### config.mk
export PLATFORM = sky130hd
export DESIGN_NAME = radio_event_flag_registers
export DESIGN_NICKNAME = d
export VERILOG_FILES = /design/src/logic/event_flag_pkg.sv /design/src/logic/avalon_reg_port.sv /design/src/logic/radio_event_flag_registers.sv
export SDC_FILE = /design/constraint.sdc
export NUM_CORES = 1
export LEC_CHECK = 0
export ABC_CLOCK_PERIOD_IN_PS = 3500
export BUFFER_PORTS_ARGS = -buffer_cell sky130_fd_sc_hd__buf_2
export CORE_MARGIN = 3
export CORE_UTILIZATION = 45
export DETAILED_ROUTE_END_ITERATION = 8
export PLACE_DENSITY = 0.81
export SETUP_SLACK_MARGIN = 0.5
export SLEW_MARGIN = 20
export SYNTH_ARGS = -nofsm -noshare
export SYNTH_HDL_FRONTEND = slang
export SYNTH_SLANG_ARGS = --single-unit
### constraint.sdc
create_clock -name clk -period 3.5 [get_ports clk]
set_input_delay 0.35 -clock clk [delete_from_list [all_inputs] [get_ports clk]]
set_output_delay 0.35 -clock clk [all_outputs]
set_load 0.02 [all_outputs]
### src/logic/event_flag_pkg.sv
// Function
// - bit7 flags1 sets when requested mode is ready; clears on mode change
// - bit6 flags1 sets in receive after strength, gain, frequency correction; clears leaving receive
// - bit5 flags1 sets in transmit after amplifier ramp; clears leaving transmit
// - bit4 flags1 follows synth lock live in synth mode, receive, transmit
// - bit3 flags1 sets when strength exceeds limit in receive; clears leaving or write 1
// - bit2 flags1 sets on timeout; clears leaving receive or fifo empty
// - bit1 flags1 sets on preamble found; clears on write 1
// - bit0 flags1 sets on sync/address hit; clears leaving receive, fifo empty, w1c continuous
// - bit7 flags2 high exactly while fifo holds 66 bytes
// - bit6 flags2 high while fifo holds no bytes
// - bit5 flags2 high while fifo count strictly exceeds fill limit
// - bit4 flags2 sets on overrun except sleep; write 1 clears flags and flushes fifo
// - bit3 flags2 sets when packet sent in transmit; clears leaving transmit
// - bit2 flags2 sets in receive on last payload byte, crc gated unless disabled or keep set; clears fifo empty
// - bit1 flags2 sets in receive on crc pass; clears when fifo empty
// - bit0 flags2 sets on low battery; only software write 1 clears it
package event_flag_pkg;
  // ----------------------------------------
  // register map
  // ----------------------------------------
  localparam logic [7:0] IDX_FLAGS_PRIMARY = 8'h3e;
  localparam logic [7:0] IDX_FLAGS_QUEUE = 8'h3f;
  localparam logic [7:0] IDX_CONTROL = 8'h80;
  localparam logic [7:0] IDX_COUNT = 8'h81;
  localparam logic [7:0] CTRL_RESET = 8'h00;
  // ----------------------------------------
  // field positions
  // ----------------------------------------
  localparam int B_MODE = 7;
  localparam int B_RXRDY = 6;
  localparam int B_TXRDY = 5;
  localparam int B_LOCK = 4;
  localparam int B_STRENGTH = 3;
  localparam int B_TIMEOUT = 2;
  localparam int B_PREAMBLE = 1;
  localparam int B_SYNC = 0;
  localparam int B_FULL = 7;
  localparam int B_EMPTY = 6;
  localparam int B_LEVEL = 5;
  localparam int B_OVERRUN = 4;
  localparam int B_SENT = 3;
  localparam int B_BODY = 2;
  localparam int B_CRC = 1;
  localparam int B_BATT = 0;
  localparam int C_CONT = 0;
  localparam int C_CRCON = 1;
  localparam int C_KEEP = 2;
  localparam logic [6:0] QUEUE_DEPTH = 7'h42;
  localparam logic [7:0] FLAGS_PRIMARY_RESET = 8'h00;
  localparam logic [7:0] FLAGS_QUEUE_RESET = 8'h40;
  // ----------------------------------------
  // modes and event inputs
  // ----------------------------------------
  typedef enum logic [2:0] {
    MODE_SLEEP, MODE_STANDBY, MODE_SYNTH, MODE_TX, MODE_RX
  } radio_mode_t;
  typedef struct packed {
    logic mode_settled_flag;
    logic rxSettled;
    logic txRampDone;
    logic synthLocked;
    logic timeout;
    logic preamble;
    logic syncHit;
    logic overrun;
    logic frameSent;
    logic lastByte;
    logic crcPass;
    logic batteryLow;
  } radio_events_t;
endpackage

### src/logic/avalon_reg_port.sv
`timescale 1ns/1ps
module avalon_reg_port (
  input wire logic clk,
  input wire logic rst_n,
  input wire logic read,
  input wire logic write,
  input wire logic [7:0] address,
  input wire logic [31:0] writedata,
  input wire logic [31:0] rdValue,
  output logic waitrequest,
  output logic [31:0] readdata,
  output logic wrPulse,
  output logic [7:0] wrData
);
  // ----------------------------------------
  // one wait cycle, then accept
  // ----------------------------------------
  logic ack;
  logic next_ack;
  logic [31:0] next_readdata;
  always_comb
  begin
    next_ack = (read | write) & ~ack;
    next_readdata = next_ack ? rdValue : 32'h00000000;
  end
  always_ff @(posedge clk or negedge rst_n)
  begin
    if (!rst_n)
    begin
      ack <= 1'b0;
      waitrequest <= 1'b1;
      readdata <= 32'h00000000;
    end
    else
    begin
      ack <= next_ack;
      waitrequest <= ~next_ack;
      readdata <= next_readdata;
    end
  end
  assign wrPulse = ack & write;
  assign wrData = writedata[7:0];
endmodule // avalon_reg_port

### src/logic/radio_event_flag_registers.sv
// The implementer's own choice: the Avalon-MM register port.
`timescale 1ns/1ps
module radio_event_flag_registers (
  input wire logic clk,
  input wire logic rst_n,
  input wire logic read,
  input wire logic write,
  input wire logic [7:0] address,
  input wire logic [31:0] writedata,
  output logic waitrequest,
  output logic [31:0] readdata,
  input wire event_flag_pkg::radio_mode_t radioMode,
  input wire event_flag_pkg::radio_events_t events,
  input wire logic [7:0] signal_strength_value,
  input wire logic [7:0] signal_strength_limit,
  input wire logic [5:0] queue_fill_limit,
  input wire logic queuePush,
  input wire logic queuePop,
  output logic queueFlush
);
  logic [7:0] flagsA;
  logic [7:0] flagsB;
  logic [7:0] control;
  logic [6:0] count;
  logic [7:0] next_flagsA;
  logic [7:0] next_flagsB;
  logic [7:0] next_control;
  logic [6:0] next_count;
  logic next_flush;
  event_flag_pkg::radio_mode_t prevMode;
  logic [31:0] rdValue;
  logic wrPulse;
  logic [7:0] wrData;
  logic wrA;
  logic wrB;
  logic modeChg;
  logic leaveRx;
  logic leaveTx;
  logic inRx;
  logic inTx;
  logic emptyNow;
  logic emptied;
  // ----------------------------------------
  // bus port
  // ----------------------------------------
  avalon_reg_port port (
    .clk(clk),
    .rst_n(rst_n),
    .read(read),
    .write(write),
    .address(address),
    .writedata(writedata),
    .rdValue(rdValue),
    .waitrequest(waitrequest),
    .readdata(readdata),
    .wrPulse(wrPulse),
    .wrData(wrData)
  );
  // read mux, no side effects
  always_comb
  begin
    case (address)
      event_flag_pkg::IDX_FLAGS_PRIMARY: rdValue = {24'h000000, flagsA};
      event_flag_pkg::IDX_FLAGS_QUEUE: rdValue = {24'h000000, flagsB};
      event_flag_pkg::IDX_CONTROL: rdValue = {24'h000000, control};
      event_flag_pkg::IDX_COUNT: rdValue = {25'h0000000, count};
      default: rdValue = 32'h00000000;
    endcase
  end
  // ----------------------------------------
  // flag logic
  // ----------------------------------------
  assign wrA = wrPulse && (address == event_flag_pkg::IDX_FLAGS_PRIMARY);
  assign wrB = wrPulse && (address == event_flag_pkg::IDX_FLAGS_QUEUE);
  assign modeChg = radioMode != prevMode;
  assign inRx = radioMode == event_flag_pkg::MODE_RX;
  assign inTx = radioMode == event_flag_pkg::MODE_TX;
  assign leaveRx = prevMode == event_flag_pkg::MODE_RX && !inRx;
  assign leaveTx = prevMode == event_flag_pkg::MODE_TX && !inTx;
  assign emptyNow = next_count == 7'h00;
  assign emptied = emptyNow && count != 7'h00;
  always_comb
  begin
    next_flagsA = flagsA;
    next_flagsB = flagsB;
    next_control = control;
    next_count = count;
    next_flush = 1'b0;
    if (wrPulse && address == event_flag_pkg::IDX_CONTROL)
      next_control = wrData;
    // fifo occupancy and overrun flush
    if (wrB && wrData[event_flag_pkg::B_OVERRUN] && flagsB[event_flag_pkg::B_OVERRUN])
    begin
      next_count = 7'h00;
      next_flush = 1'b1;
    end
    else if (queuePush && !queuePop && count != event_flag_pkg::QUEUE_DEPTH)
      next_count = count + 7'h01;
    else if (queuePop && !queuePush && count != 7'h00)
      next_count = count - 7'h01;
    // ----------------------------------------
    // primary flag next values
    // ----------------------------------------
    // mode ready
    if (modeChg)
      next_flagsA[event_flag_pkg::B_MODE] = 1'b0;
    else if (events.mode_settled_flag)
      next_flagsA[event_flag_pkg::B_MODE] = 1'b1;
    next_flagsA[event_flag_pkg::B_RXRDY] = inRx && !modeChg &&
      (flagsA[event_flag_pkg::B_RXRDY] || events.rxSettled);
    next_flagsA[event_flag_pkg::B_TXRDY] = inTx && !modeChg &&
      (flagsA[event_flag_pkg::B_TXRDY] || events.txRampDone);
    next_flagsA[event_flag_pkg::B_LOCK] = events.synthLocked &&
      (inRx || inTx || radioMode == event_flag_pkg::MODE_SYNTH);
    // strength over limit, set beats clear
    if (wrA && wrData[event_flag_pkg::B_STRENGTH])
      next_flagsA[event_flag_pkg::B_STRENGTH] = 1'b0;
    if (leaveRx)
      next_flagsA[event_flag_pkg::B_STRENGTH] = 1'b0;
    if (inRx && signal_strength_value > signal_strength_limit)
      next_flagsA[event_flag_pkg::B_STRENGTH] = 1'b1;
    if (leaveRx || emptied)
      next_flagsA[event_flag_pkg::B_TIMEOUT] = 1'b0;
    if (events.timeout)
      next_flagsA[event_flag_pkg::B_TIMEOUT] = 1'b1;
    if (wrA && wrData[event_flag_pkg::B_PREAMBLE])
      next_flagsA[event_flag_pkg::B_PREAMBLE] = 1'b0;
    if (events.preamble)
      next_flagsA[event_flag_pkg::B_PREAMBLE] = 1'b1;
    if (leaveRx || emptied ||
        (wrA && wrData[event_flag_pkg::B_SYNC] && control[event_flag_pkg::C_CONT]))
      next_flagsA[event_flag_pkg::B_SYNC] = 1'b0;
    if (events.syncHit)
      next_flagsA[event_flag_pkg::B_SYNC] = 1'b1;
    // ----------------------------------------
    // queue flag next values
    // ----------------------------------------
    // queue levels follow the count
    next_flagsB[event_flag_pkg::B_FULL] = next_count == event_flag_pkg::QUEUE_DEPTH;
    next_flagsB[event_flag_pkg::B_EMPTY] = emptyNow;
    next_flagsB[event_flag_pkg::B_LEVEL] = next_count > {1'b0, queue_fill_limit};
    if (next_flush)
      next_flagsB[event_flag_pkg::B_OVERRUN] = 1'b0;
    if (events.overrun && radioMode != event_flag_pkg::MODE_SLEEP)
      next_flagsB[event_flag_pkg::B_OVERRUN] = 1'b1;
    if (leaveTx)
      next_flagsB[event_flag_pkg::B_SENT] = 1'b0;
    if (inTx && events.frameSent)
      next_flagsB[event_flag_pkg::B_SENT] = 1'b1;
    if (emptyNow)
    begin
      next_flagsB[event_flag_pkg::B_BODY] = 1'b0;
      next_flagsB[event_flag_pkg::B_CRC] = 1'b0;
    end
    if (inRx && events.lastByte && (events.crcPass || !control[event_flag_pkg::C_CRCON] ||
        control[event_flag_pkg::C_KEEP]))
      next_flagsB[event_flag_pkg::B_BODY] = 1'b1;
    if (inRx && events.crcPass)
      next_flagsB[event_flag_pkg::B_CRC] = 1'b1;
    if (wrB && wrData[event_flag_pkg::B_BATT])
      next_flagsB[event_flag_pkg::B_BATT] = 1'b0;
    if (events.batteryLow)
      next_flagsB[event_flag_pkg::B_BATT] = 1'b1;
  end
  always_ff @(posedge clk or negedge rst_n)
  begin
    if (!rst_n)
    begin
      flagsA <= event_flag_pkg::FLAGS_PRIMARY_RESET;
      flagsB <= event_flag_pkg::FLAGS_QUEUE_RESET;
      control <= event_flag_pkg::CTRL_RESET;
      count <= 7'h00;
      queueFlush <= 1'b0;
      prevMode <= event_flag_pkg::MODE_SLEEP;
    end
    else
    begin
      flagsA <= next_flagsA;
      flagsB <= next_flagsB;
      control <= next_control;
      count <= next_count;
      queueFlush <= next_flush;
      prevMode <= radioMode;
    end
  end
  // ----------------------------------------
  // checks
  // ----------------------------------------
  AST_MODE_CLEAR: assert property (@(posedge clk) disable iff (!rst_n)
    modeChg |=> !flagsA[event_flag_pkg::B_MODE])
    else $error("mode flag not cleared on mode change");
  AST_RX_ONLY: assert property (@(posedge clk) disable iff (!rst_n)
    flagsA[event_flag_pkg::B_RXRDY] |-> $past(inRx))
    else $error("receive flag outside receive");
  AST_TX_ONLY: assert property (@(posedge clk) disable iff (!rst_n)
    flagsA[event_flag_pkg::B_TXRDY] |-> $past(inTx))
    else $error("transmit flag outside transmit");
  AST_LOCK_LIVE: assert property (@(posedge clk) disable iff (!rst_n)
    (events.synthLocked && inRx) |=> flagsA[event_flag_pkg::B_LOCK])
    else $error("lock flag not following");
  AST_STRENGTH_SET: assert property (@(posedge clk) disable iff (!rst_n)
    (inRx && signal_strength_value > signal_strength_limit) |=> flagsA[event_flag_pkg::B_STRENGTH])
    else $error("strength flag not set");
  AST_PREAMBLE_HOLD: assert property (@(posedge clk) disable iff (!rst_n)
    (flagsA[event_flag_pkg::B_PREAMBLE] && !wrA) |=> flagsA[event_flag_pkg::B_PREAMBLE])
    else $error("preamble flag lost");
  AST_FULL: assert property (@(posedge clk) disable iff (!rst_n)
    flagsB[event_flag_pkg::B_FULL] == (count == event_flag_pkg::QUEUE_DEPTH))
    else $error("full flag wrong");
  AST_EMPTY: assert property (@(posedge clk) disable iff (!rst_n)
    flagsB[event_flag_pkg::B_EMPTY] == (count == 7'h00))
    else $error("empty flag wrong");
  AST_LEVEL: assert property (@(posedge clk) disable iff (!rst_n)
    flagsB[event_flag_pkg::B_LEVEL] == (count > {1'b0, $past(queue_fill_limit)}))
    else $error("level flag wrong");
  AST_FLUSH: assert property (@(posedge clk) disable iff (!rst_n)
    queueFlush |-> count == 7'h00)
    else $error("flush left bytes");
  AST_BATT_STICKY: assert property (@(posedge clk) disable iff (!rst_n)
    (flagsB[event_flag_pkg::B_BATT] && !(wrB && wrData[event_flag_pkg::B_BATT]))
      |=> flagsB[event_flag_pkg::B_BATT])
    else $error("battery flag lost");
  // ----------------------------------------
  // checks on set and clear paths
  // ----------------------------------------
  AST_MODE_SET: assert property (@(posedge clk) disable iff (!rst_n)
    (events.mode_settled_flag && !modeChg) |=> flagsA[event_flag_pkg::B_MODE])
    else $error("mode flag not set when ready");
  AST_RX_SET: assert property (@(posedge clk) disable iff (!rst_n)
    (inRx && !modeChg && events.rxSettled) |=> flagsA[event_flag_pkg::B_RXRDY])
    else $error("receive flag not set");
  AST_RX_LEAVE: assert property (@(posedge clk) disable iff (!rst_n)
    leaveRx |=> !flagsA[event_flag_pkg::B_RXRDY])
    else $error("receive flag not cleared on leaving");
  AST_TX_SET: assert property (@(posedge clk) disable iff (!rst_n)
    (inTx && !modeChg && events.txRampDone) |=> flagsA[event_flag_pkg::B_TXRDY])
    else $error("transmit flag not set");
  AST_TX_LEAVE: assert property (@(posedge clk) disable iff (!rst_n)
    leaveTx |=> !flagsA[event_flag_pkg::B_TXRDY])
    else $error("transmit flag not cleared on leaving");
  AST_LOCK_IDLE: assert property (@(posedge clk) disable iff (!rst_n)
    (!events.synthLocked || radioMode == event_flag_pkg::MODE_SLEEP ||
      radioMode == event_flag_pkg::MODE_STANDBY) |=> !flagsA[event_flag_pkg::B_LOCK])
    else $error("lock flag high without lock");
  AST_STRENGTH_LEAVE: assert property (@(posedge clk) disable iff (!rst_n)
    leaveRx |=> !flagsA[event_flag_pkg::B_STRENGTH])
    else $error("strength flag not cleared on leaving");
  AST_STRENGTH_W1C: assert property (@(posedge clk) disable iff (!rst_n)
    (wrA && wrData[event_flag_pkg::B_STRENGTH] &&
      !(inRx && signal_strength_value > signal_strength_limit))
      |=> !flagsA[event_flag_pkg::B_STRENGTH])
    else $error("strength flag not cleared by write");
  AST_TIMEOUT_SET: assert property (@(posedge clk) disable iff (!rst_n)
    events.timeout |=> flagsA[event_flag_pkg::B_TIMEOUT])
    else $error("timeout flag not set");
  AST_TIMEOUT_CLEAR: assert property (@(posedge clk) disable iff (!rst_n)
    ((leaveRx || emptied) && !events.timeout) |=> !flagsA[event_flag_pkg::B_TIMEOUT])
    else $error("timeout flag not cleared");
  AST_TIMEOUT_HOLD: assert property (@(posedge clk) disable iff (!rst_n)
    (flagsA[event_flag_pkg::B_TIMEOUT] && !leaveRx && !emptied)
      |=> flagsA[event_flag_pkg::B_TIMEOUT])
    else $error("timeout flag lost");
  AST_PREAMBLE_SET: assert property (@(posedge clk) disable iff (!rst_n)
    events.preamble |=> flagsA[event_flag_pkg::B_PREAMBLE])
    else $error("preamble flag not set");
  AST_SYNC_SET: assert property (@(posedge clk) disable iff (!rst_n)
    events.syncHit |=> flagsA[event_flag_pkg::B_SYNC])
    else $error("sync flag not set");
  AST_SYNC_READONLY: assert property (@(posedge clk) disable iff (!rst_n)
    (flagsA[event_flag_pkg::B_SYNC] && !control[event_flag_pkg::C_CONT] && !leaveRx &&
      !emptied) |=> flagsA[event_flag_pkg::B_SYNC])
    else $error("sync flag cleared in packet mode");
  AST_QUEUE_SAT: assert property (@(posedge clk) disable iff (!rst_n)
    count <= event_flag_pkg::QUEUE_DEPTH)
    else $error("queue count beyond depth");
  AST_OVERRUN_SET: assert property (@(posedge clk) disable iff (!rst_n)
    (events.overrun && radioMode != event_flag_pkg::MODE_SLEEP)
      |=> flagsB[event_flag_pkg::B_OVERRUN])
    else $error("overrun flag not set");
  AST_OVERRUN_SLEEP: assert property (@(posedge clk) disable iff (!rst_n)
    (!flagsB[event_flag_pkg::B_OVERRUN] && radioMode == event_flag_pkg::MODE_SLEEP)
      |=> !flagsB[event_flag_pkg::B_OVERRUN])
    else $error("overrun flag set in sleep");
  AST_FLUSH_ONLY: assert property (@(posedge clk) disable iff (!rst_n)
    queueFlush |-> $past(wrB))
    else $error("flush without overrun clear");
  AST_SENT_SET: assert property (@(posedge clk) disable iff (!rst_n)
    (inTx && events.frameSent) |=> flagsB[event_flag_pkg::B_SENT])
    else $error("sent flag not set");
  AST_SENT_CLEAR: assert property (@(posedge clk) disable iff (!rst_n)
    leaveTx |=> !flagsB[event_flag_pkg::B_SENT])
    else $error("sent flag not cleared on leaving");
  AST_BODY_SET: assert property (@(posedge clk) disable iff (!rst_n)
    (inRx && events.lastByte && events.crcPass) |=> flagsB[event_flag_pkg::B_BODY])
    else $error("body flag not set");
  AST_BODY_CHECKED: assert property (@(posedge clk) disable iff (!rst_n)
    (inRx && events.lastByte && !events.crcPass && control[event_flag_pkg::C_CRCON] &&
      !control[event_flag_pkg::C_KEEP] && !flagsB[event_flag_pkg::B_BODY])
      |=> !flagsB[event_flag_pkg::B_BODY])
    else $error("body flag set on failed check");
  AST_BODY_CLEAR: assert property (@(posedge clk) disable iff (!rst_n)
    (emptyNow && !(inRx && events.lastByte)) |=> !flagsB[event_flag_pkg::B_BODY])
    else $error("body flag not cleared when empty");
  AST_CRC_SET: assert property (@(posedge clk) disable iff (!rst_n)
    (inRx && events.crcPass) |=> flagsB[event_flag_pkg::B_CRC])
    else $error("check flag not set");
  AST_CRC_CLEAR: assert property (@(posedge clk) disable iff (!rst_n)
    (emptyNow && !(inRx && events.crcPass)) |=> !flagsB[event_flag_pkg::B_CRC])
    else $error("check flag not cleared when empty");
  AST_BATT_SET: assert property (@(posedge clk) disable iff (!rst_n)
    events.batteryLow |=> flagsB[event_flag_pkg::B_BATT])
    else $error("battery flag not set");
  AST_CONTROL_QUIET: assert property (@(posedge clk) disable iff (!rst_n)
    !(wrPulse && address == event_flag_pkg::IDX_CONTROL) |=> $stable(control))
    else $error("control changed without write");
endmodule // radio_event_flag_registers

==> results_dict.tcl <==
set metrics [dict create \
    core-area_mm2 0.00574 \
    cts_sinks 45 \
    reg2reg_slack_ps 660 \
    power_density_mw_per_mm2 533 \
    synth_simple_gate_area_share_pct 17.0 \
    cp.arrival_ps 3040 \
    hold_viol 0 \
    drv_cap 0 \
    synthFlopType "dfrtp_1" \
    die_area_mm2 0.00713 \
    grt_pass1_vias 2311 \
    synth_cells 285 \
    dp_hpwl_um 5160 \
    grt_max_degree 46 \
    status "finished, final reports clean" \
    die_width_um 84.4 \
    finalCritPeriodShare_pct 81.2 \
    gp_congestion 0.883 \
    post-route-min-period_ps 2840 \
    final_layout_size_suffix_gt1_share_pct 34.7 \
    yosysTopAreaCell "dfrtp_1" \
    yosys_register_bits 45 \
    r2r_cells 9 \
    skew_ps 3.83 \
    areaGrowthSynthToFinish_pct 21.2 \
    relSlewSlack_pct 42.6 \
    syn_avg_cell_area_um2 9.71 \
    cts-buffers-inserted 5 \
    timing.hold.ws_ps 33.3 \
    grt_overflow 0 \
    start_util_pct 48.2 \
    antenna_found_initial 0 \
    synth_top_family_by_area "simple AND/OR/NAND/NOR gates" \
    postRouteAntennaNets 0 \
    critPathLaunchType "flip-flop" \
    htreeDepth 2 \
    finalPower_mw 1.79 \
    dr.pass1.iters 4 \
    nets 465 \
    cts_tree "built" \
    hold_path.class "in2async" \
    peakVddDrop_mv 0.440 \
    grt_pass1_wl_um 11000 \
    slew_viol_final 0 \
    path_max_fanout 8 \
    muxShareOfSynthArea_pct 6.87 \
    worst_pin_slew_ps 859 \
    drt_iter0_drc 114 \
    cp.required_ps 3690 \
    track_usage_pct 19.0 \
    yosys-top-cells-count "dfrtp_1 (43), buf_4 (25), nor2_1 (24)" \
    ys_types 51 \
    cts.clk_slew.worst_paths_ps 80 \
    synth_area_mm2 0.00277 \
    finalSetupViolations 0 \
    criticalPathCategory "reg2reg" \
    synth_warnings 0 \
    via_count 2374 \
    postRouteWirelength_um 6750 \
    postLayoutCoreUtil_pct 58.4 \
    clk_path_buf_depth 2 \
    synth_compound_area_share_pct 14.7 \
    p_leak_nw 1.70 \
    port_buffers 68 \
    yosysMostFrequentCell "dfrtp_1" \
    ios 117 \
    synth-async-reset-ratio_pct 100 \
    holdBufCountCts 0 \
    synth_top_area_share_pct 38.9 \
    fmax_ghz 0.352 \
    drc 0 \
    worstSetupEndpointType "flip-flop" \
    synth_edf_count 0 \
    synth-adder-area-share_pct 7.69 \
    synth-xor-area-share_pct 1.90 \
    clock_latency_ps 300 \
    rows 27 \
    clock-root-buffer "clkbuf_8" \
    fp.dieH_um 84.4 \
    synth.top_cells.by_area "dfrtp_1 (39%), ha_1 (7.7%), buf_4 (6.8%)" \
    detail_route.vias_per_cell 5.42 \
    seq_area_frac_synth_pct 40.8 \
    insertedDiodeCount 0 \
    post_drt_wl_per_cell_um 15.4 \
    fin_tns_setup_ps 0 \
    rsz0062_at_grt "false" \
]
-- sequential cells by signal (all words and copies together), names as in the netlist --
signal            count
control               8
flagsA                8
flagsB                8
port.readdata         8
count                 7
prevMode              3
port.ack              1
port.waitrequest      1
queueFlush            1
-- report_power, final --
part	total (mW)	switching (mW)	internal [mW]
logic	0.691	0.367	0.325
registers	0.689	0.0906	0.598
clock network	0.406	0.173	0.233
total	1.79	0.630	1.16
-- path summary, 6_finish.rpt --
kind,from,to
setup / recovery,count[2],flagsB[2]
hold / removal,rst_n,port.readdata[2]
setup reg to reg,count[2],flagsB[2]
hold reg to reg,flagsB[0],flagsB[0]
max in group asynchronous,rst_n,count[4]
min in group clk,events[6],flagsA[1]
-- critical path, cell delays in order, from the launching register on --
cell and delay [ps]:
dfrtp_1 590, nor4_4 100, buf_4 160, buf_4 140, a211oi_1 320, o32ai_1 170, xnor2_1 160, or4b_1 550
o31a_1 320, a32o_1 220
-- layer usage --
| metal | track usage [%] | wire [um] | up-vias |
|---|---|---|---|
| met5 | 0 | 0 | - |
| met2 | 31.5 | 3320 | 91 |
| met1 | 24.8 | 2790 | 1148 |
| met3 | 4.42 | 511 | 11 |
| li1 | - | - | 1124 |
| met4 | 5.61 | 129 | 0 |
-- cell type report --
| type | count | area [um^2] |
|---|---|---|
| clock buffer | 7 | 86.3 |
| clock inverter | 1 | 30.0 |
| inverter | 22 | 82.6 |
| sequential | 45 | 1130 |
| timing repair buffer | 81 | 440 |
| fill | 494 | 2390 |
| tap | 72 | 90.1 |
| multi-input combinational | 210 | 1490 |
-- metrics by stage --
step | std cells | setup slack [ps] | area (um^2)
5_1_grt | 438 | 463 | 3350
3_3_place_gp | 421 | 499 | 3110
2_1_floorplan | 308 | 557 | 2850
3_5_place_dp | 421 | 411 | 3110
4_1_cts | 431 | 504 | 3260
6_report | 438 | 657 | 3350
-- kinds of logic after synthesis --
logic type               Yosys count
flip-flops                        45
buffers and inverters             53
AO/OA/AOI/OAI                     57
AND/OR/NAND/NOR                   89
adder cells (fa/ha/maj)           17
XOR/XNOR                           6
other                              1
multiplexers                      17
-- placed cells by master (no fill, tap or decap), types with 2 or more instances in the layout --
| cell | synthesis | final |
|---|---|---|
| a221oi_1 | 3 | 3 |
| nand2b_1 | 3 | 3 |
| conb_1 | 1 | 24 |
| a211oi_1 | 4 | 4 |
| dfrtp_1 | 43 | 41 |
| nand4_1 | 6 | 6 |
| nor4_2 | 0 | 2 |
| o21ai_1 | 2 | 7 |
| a22o_1 | 2 | 2 |
| nor2_1 | 24 | 23 |
| dfstp_2 | 2 | 2 |
| inv_1 | 21 | 20 |
| and3_1 | 3 | 3 |
| buf_4 | 25 | 14 |
| o21ai_0 | 9 | 4 |
| a21oi_2 | 0 | 2 |
| or4b_2 | 2 | 2 |
| dfrtp_2 | 0 | 2 |
| o21bai_1 | 2 | 2 |
| inv_2 | 1 | 2 |
| a21o_1 | 6 | 6 |
| a21oi_1 | 6 | 4 |
| clkbuf_8 | 0 | 6 |
| o31ai_1 | 2 | 2 |
| ha_1 | 17 | 15 |
| nand2_1 | 17 | 17 |
| mux2_2 | 16 | 16 |
| xnor2_1 | 6 | 5 |
| or2_2 | 2 | 2 |
| nand3_1 | 11 | 11 |
| buf_2 | 1 | 67 |
| o21a_1 | 4 | 4 |
| a22oi_1 | 8 | 8 |
| nor2b_1 | 6 | 5 |
| o211ai_1 | 2 | 2 |
| nor3_1 | 5 | 4 |
-- what timing repair did --
item | in CTS | in global routing
gates cloned | 0 | 0
gates resized for setup | 4 | 14
setup endpoints to repair | 1 | 1
pin swaps | 2 | 6
buffers inserted | 2 | 7
No activity file was read; power rests on OpenSTA's default activity.
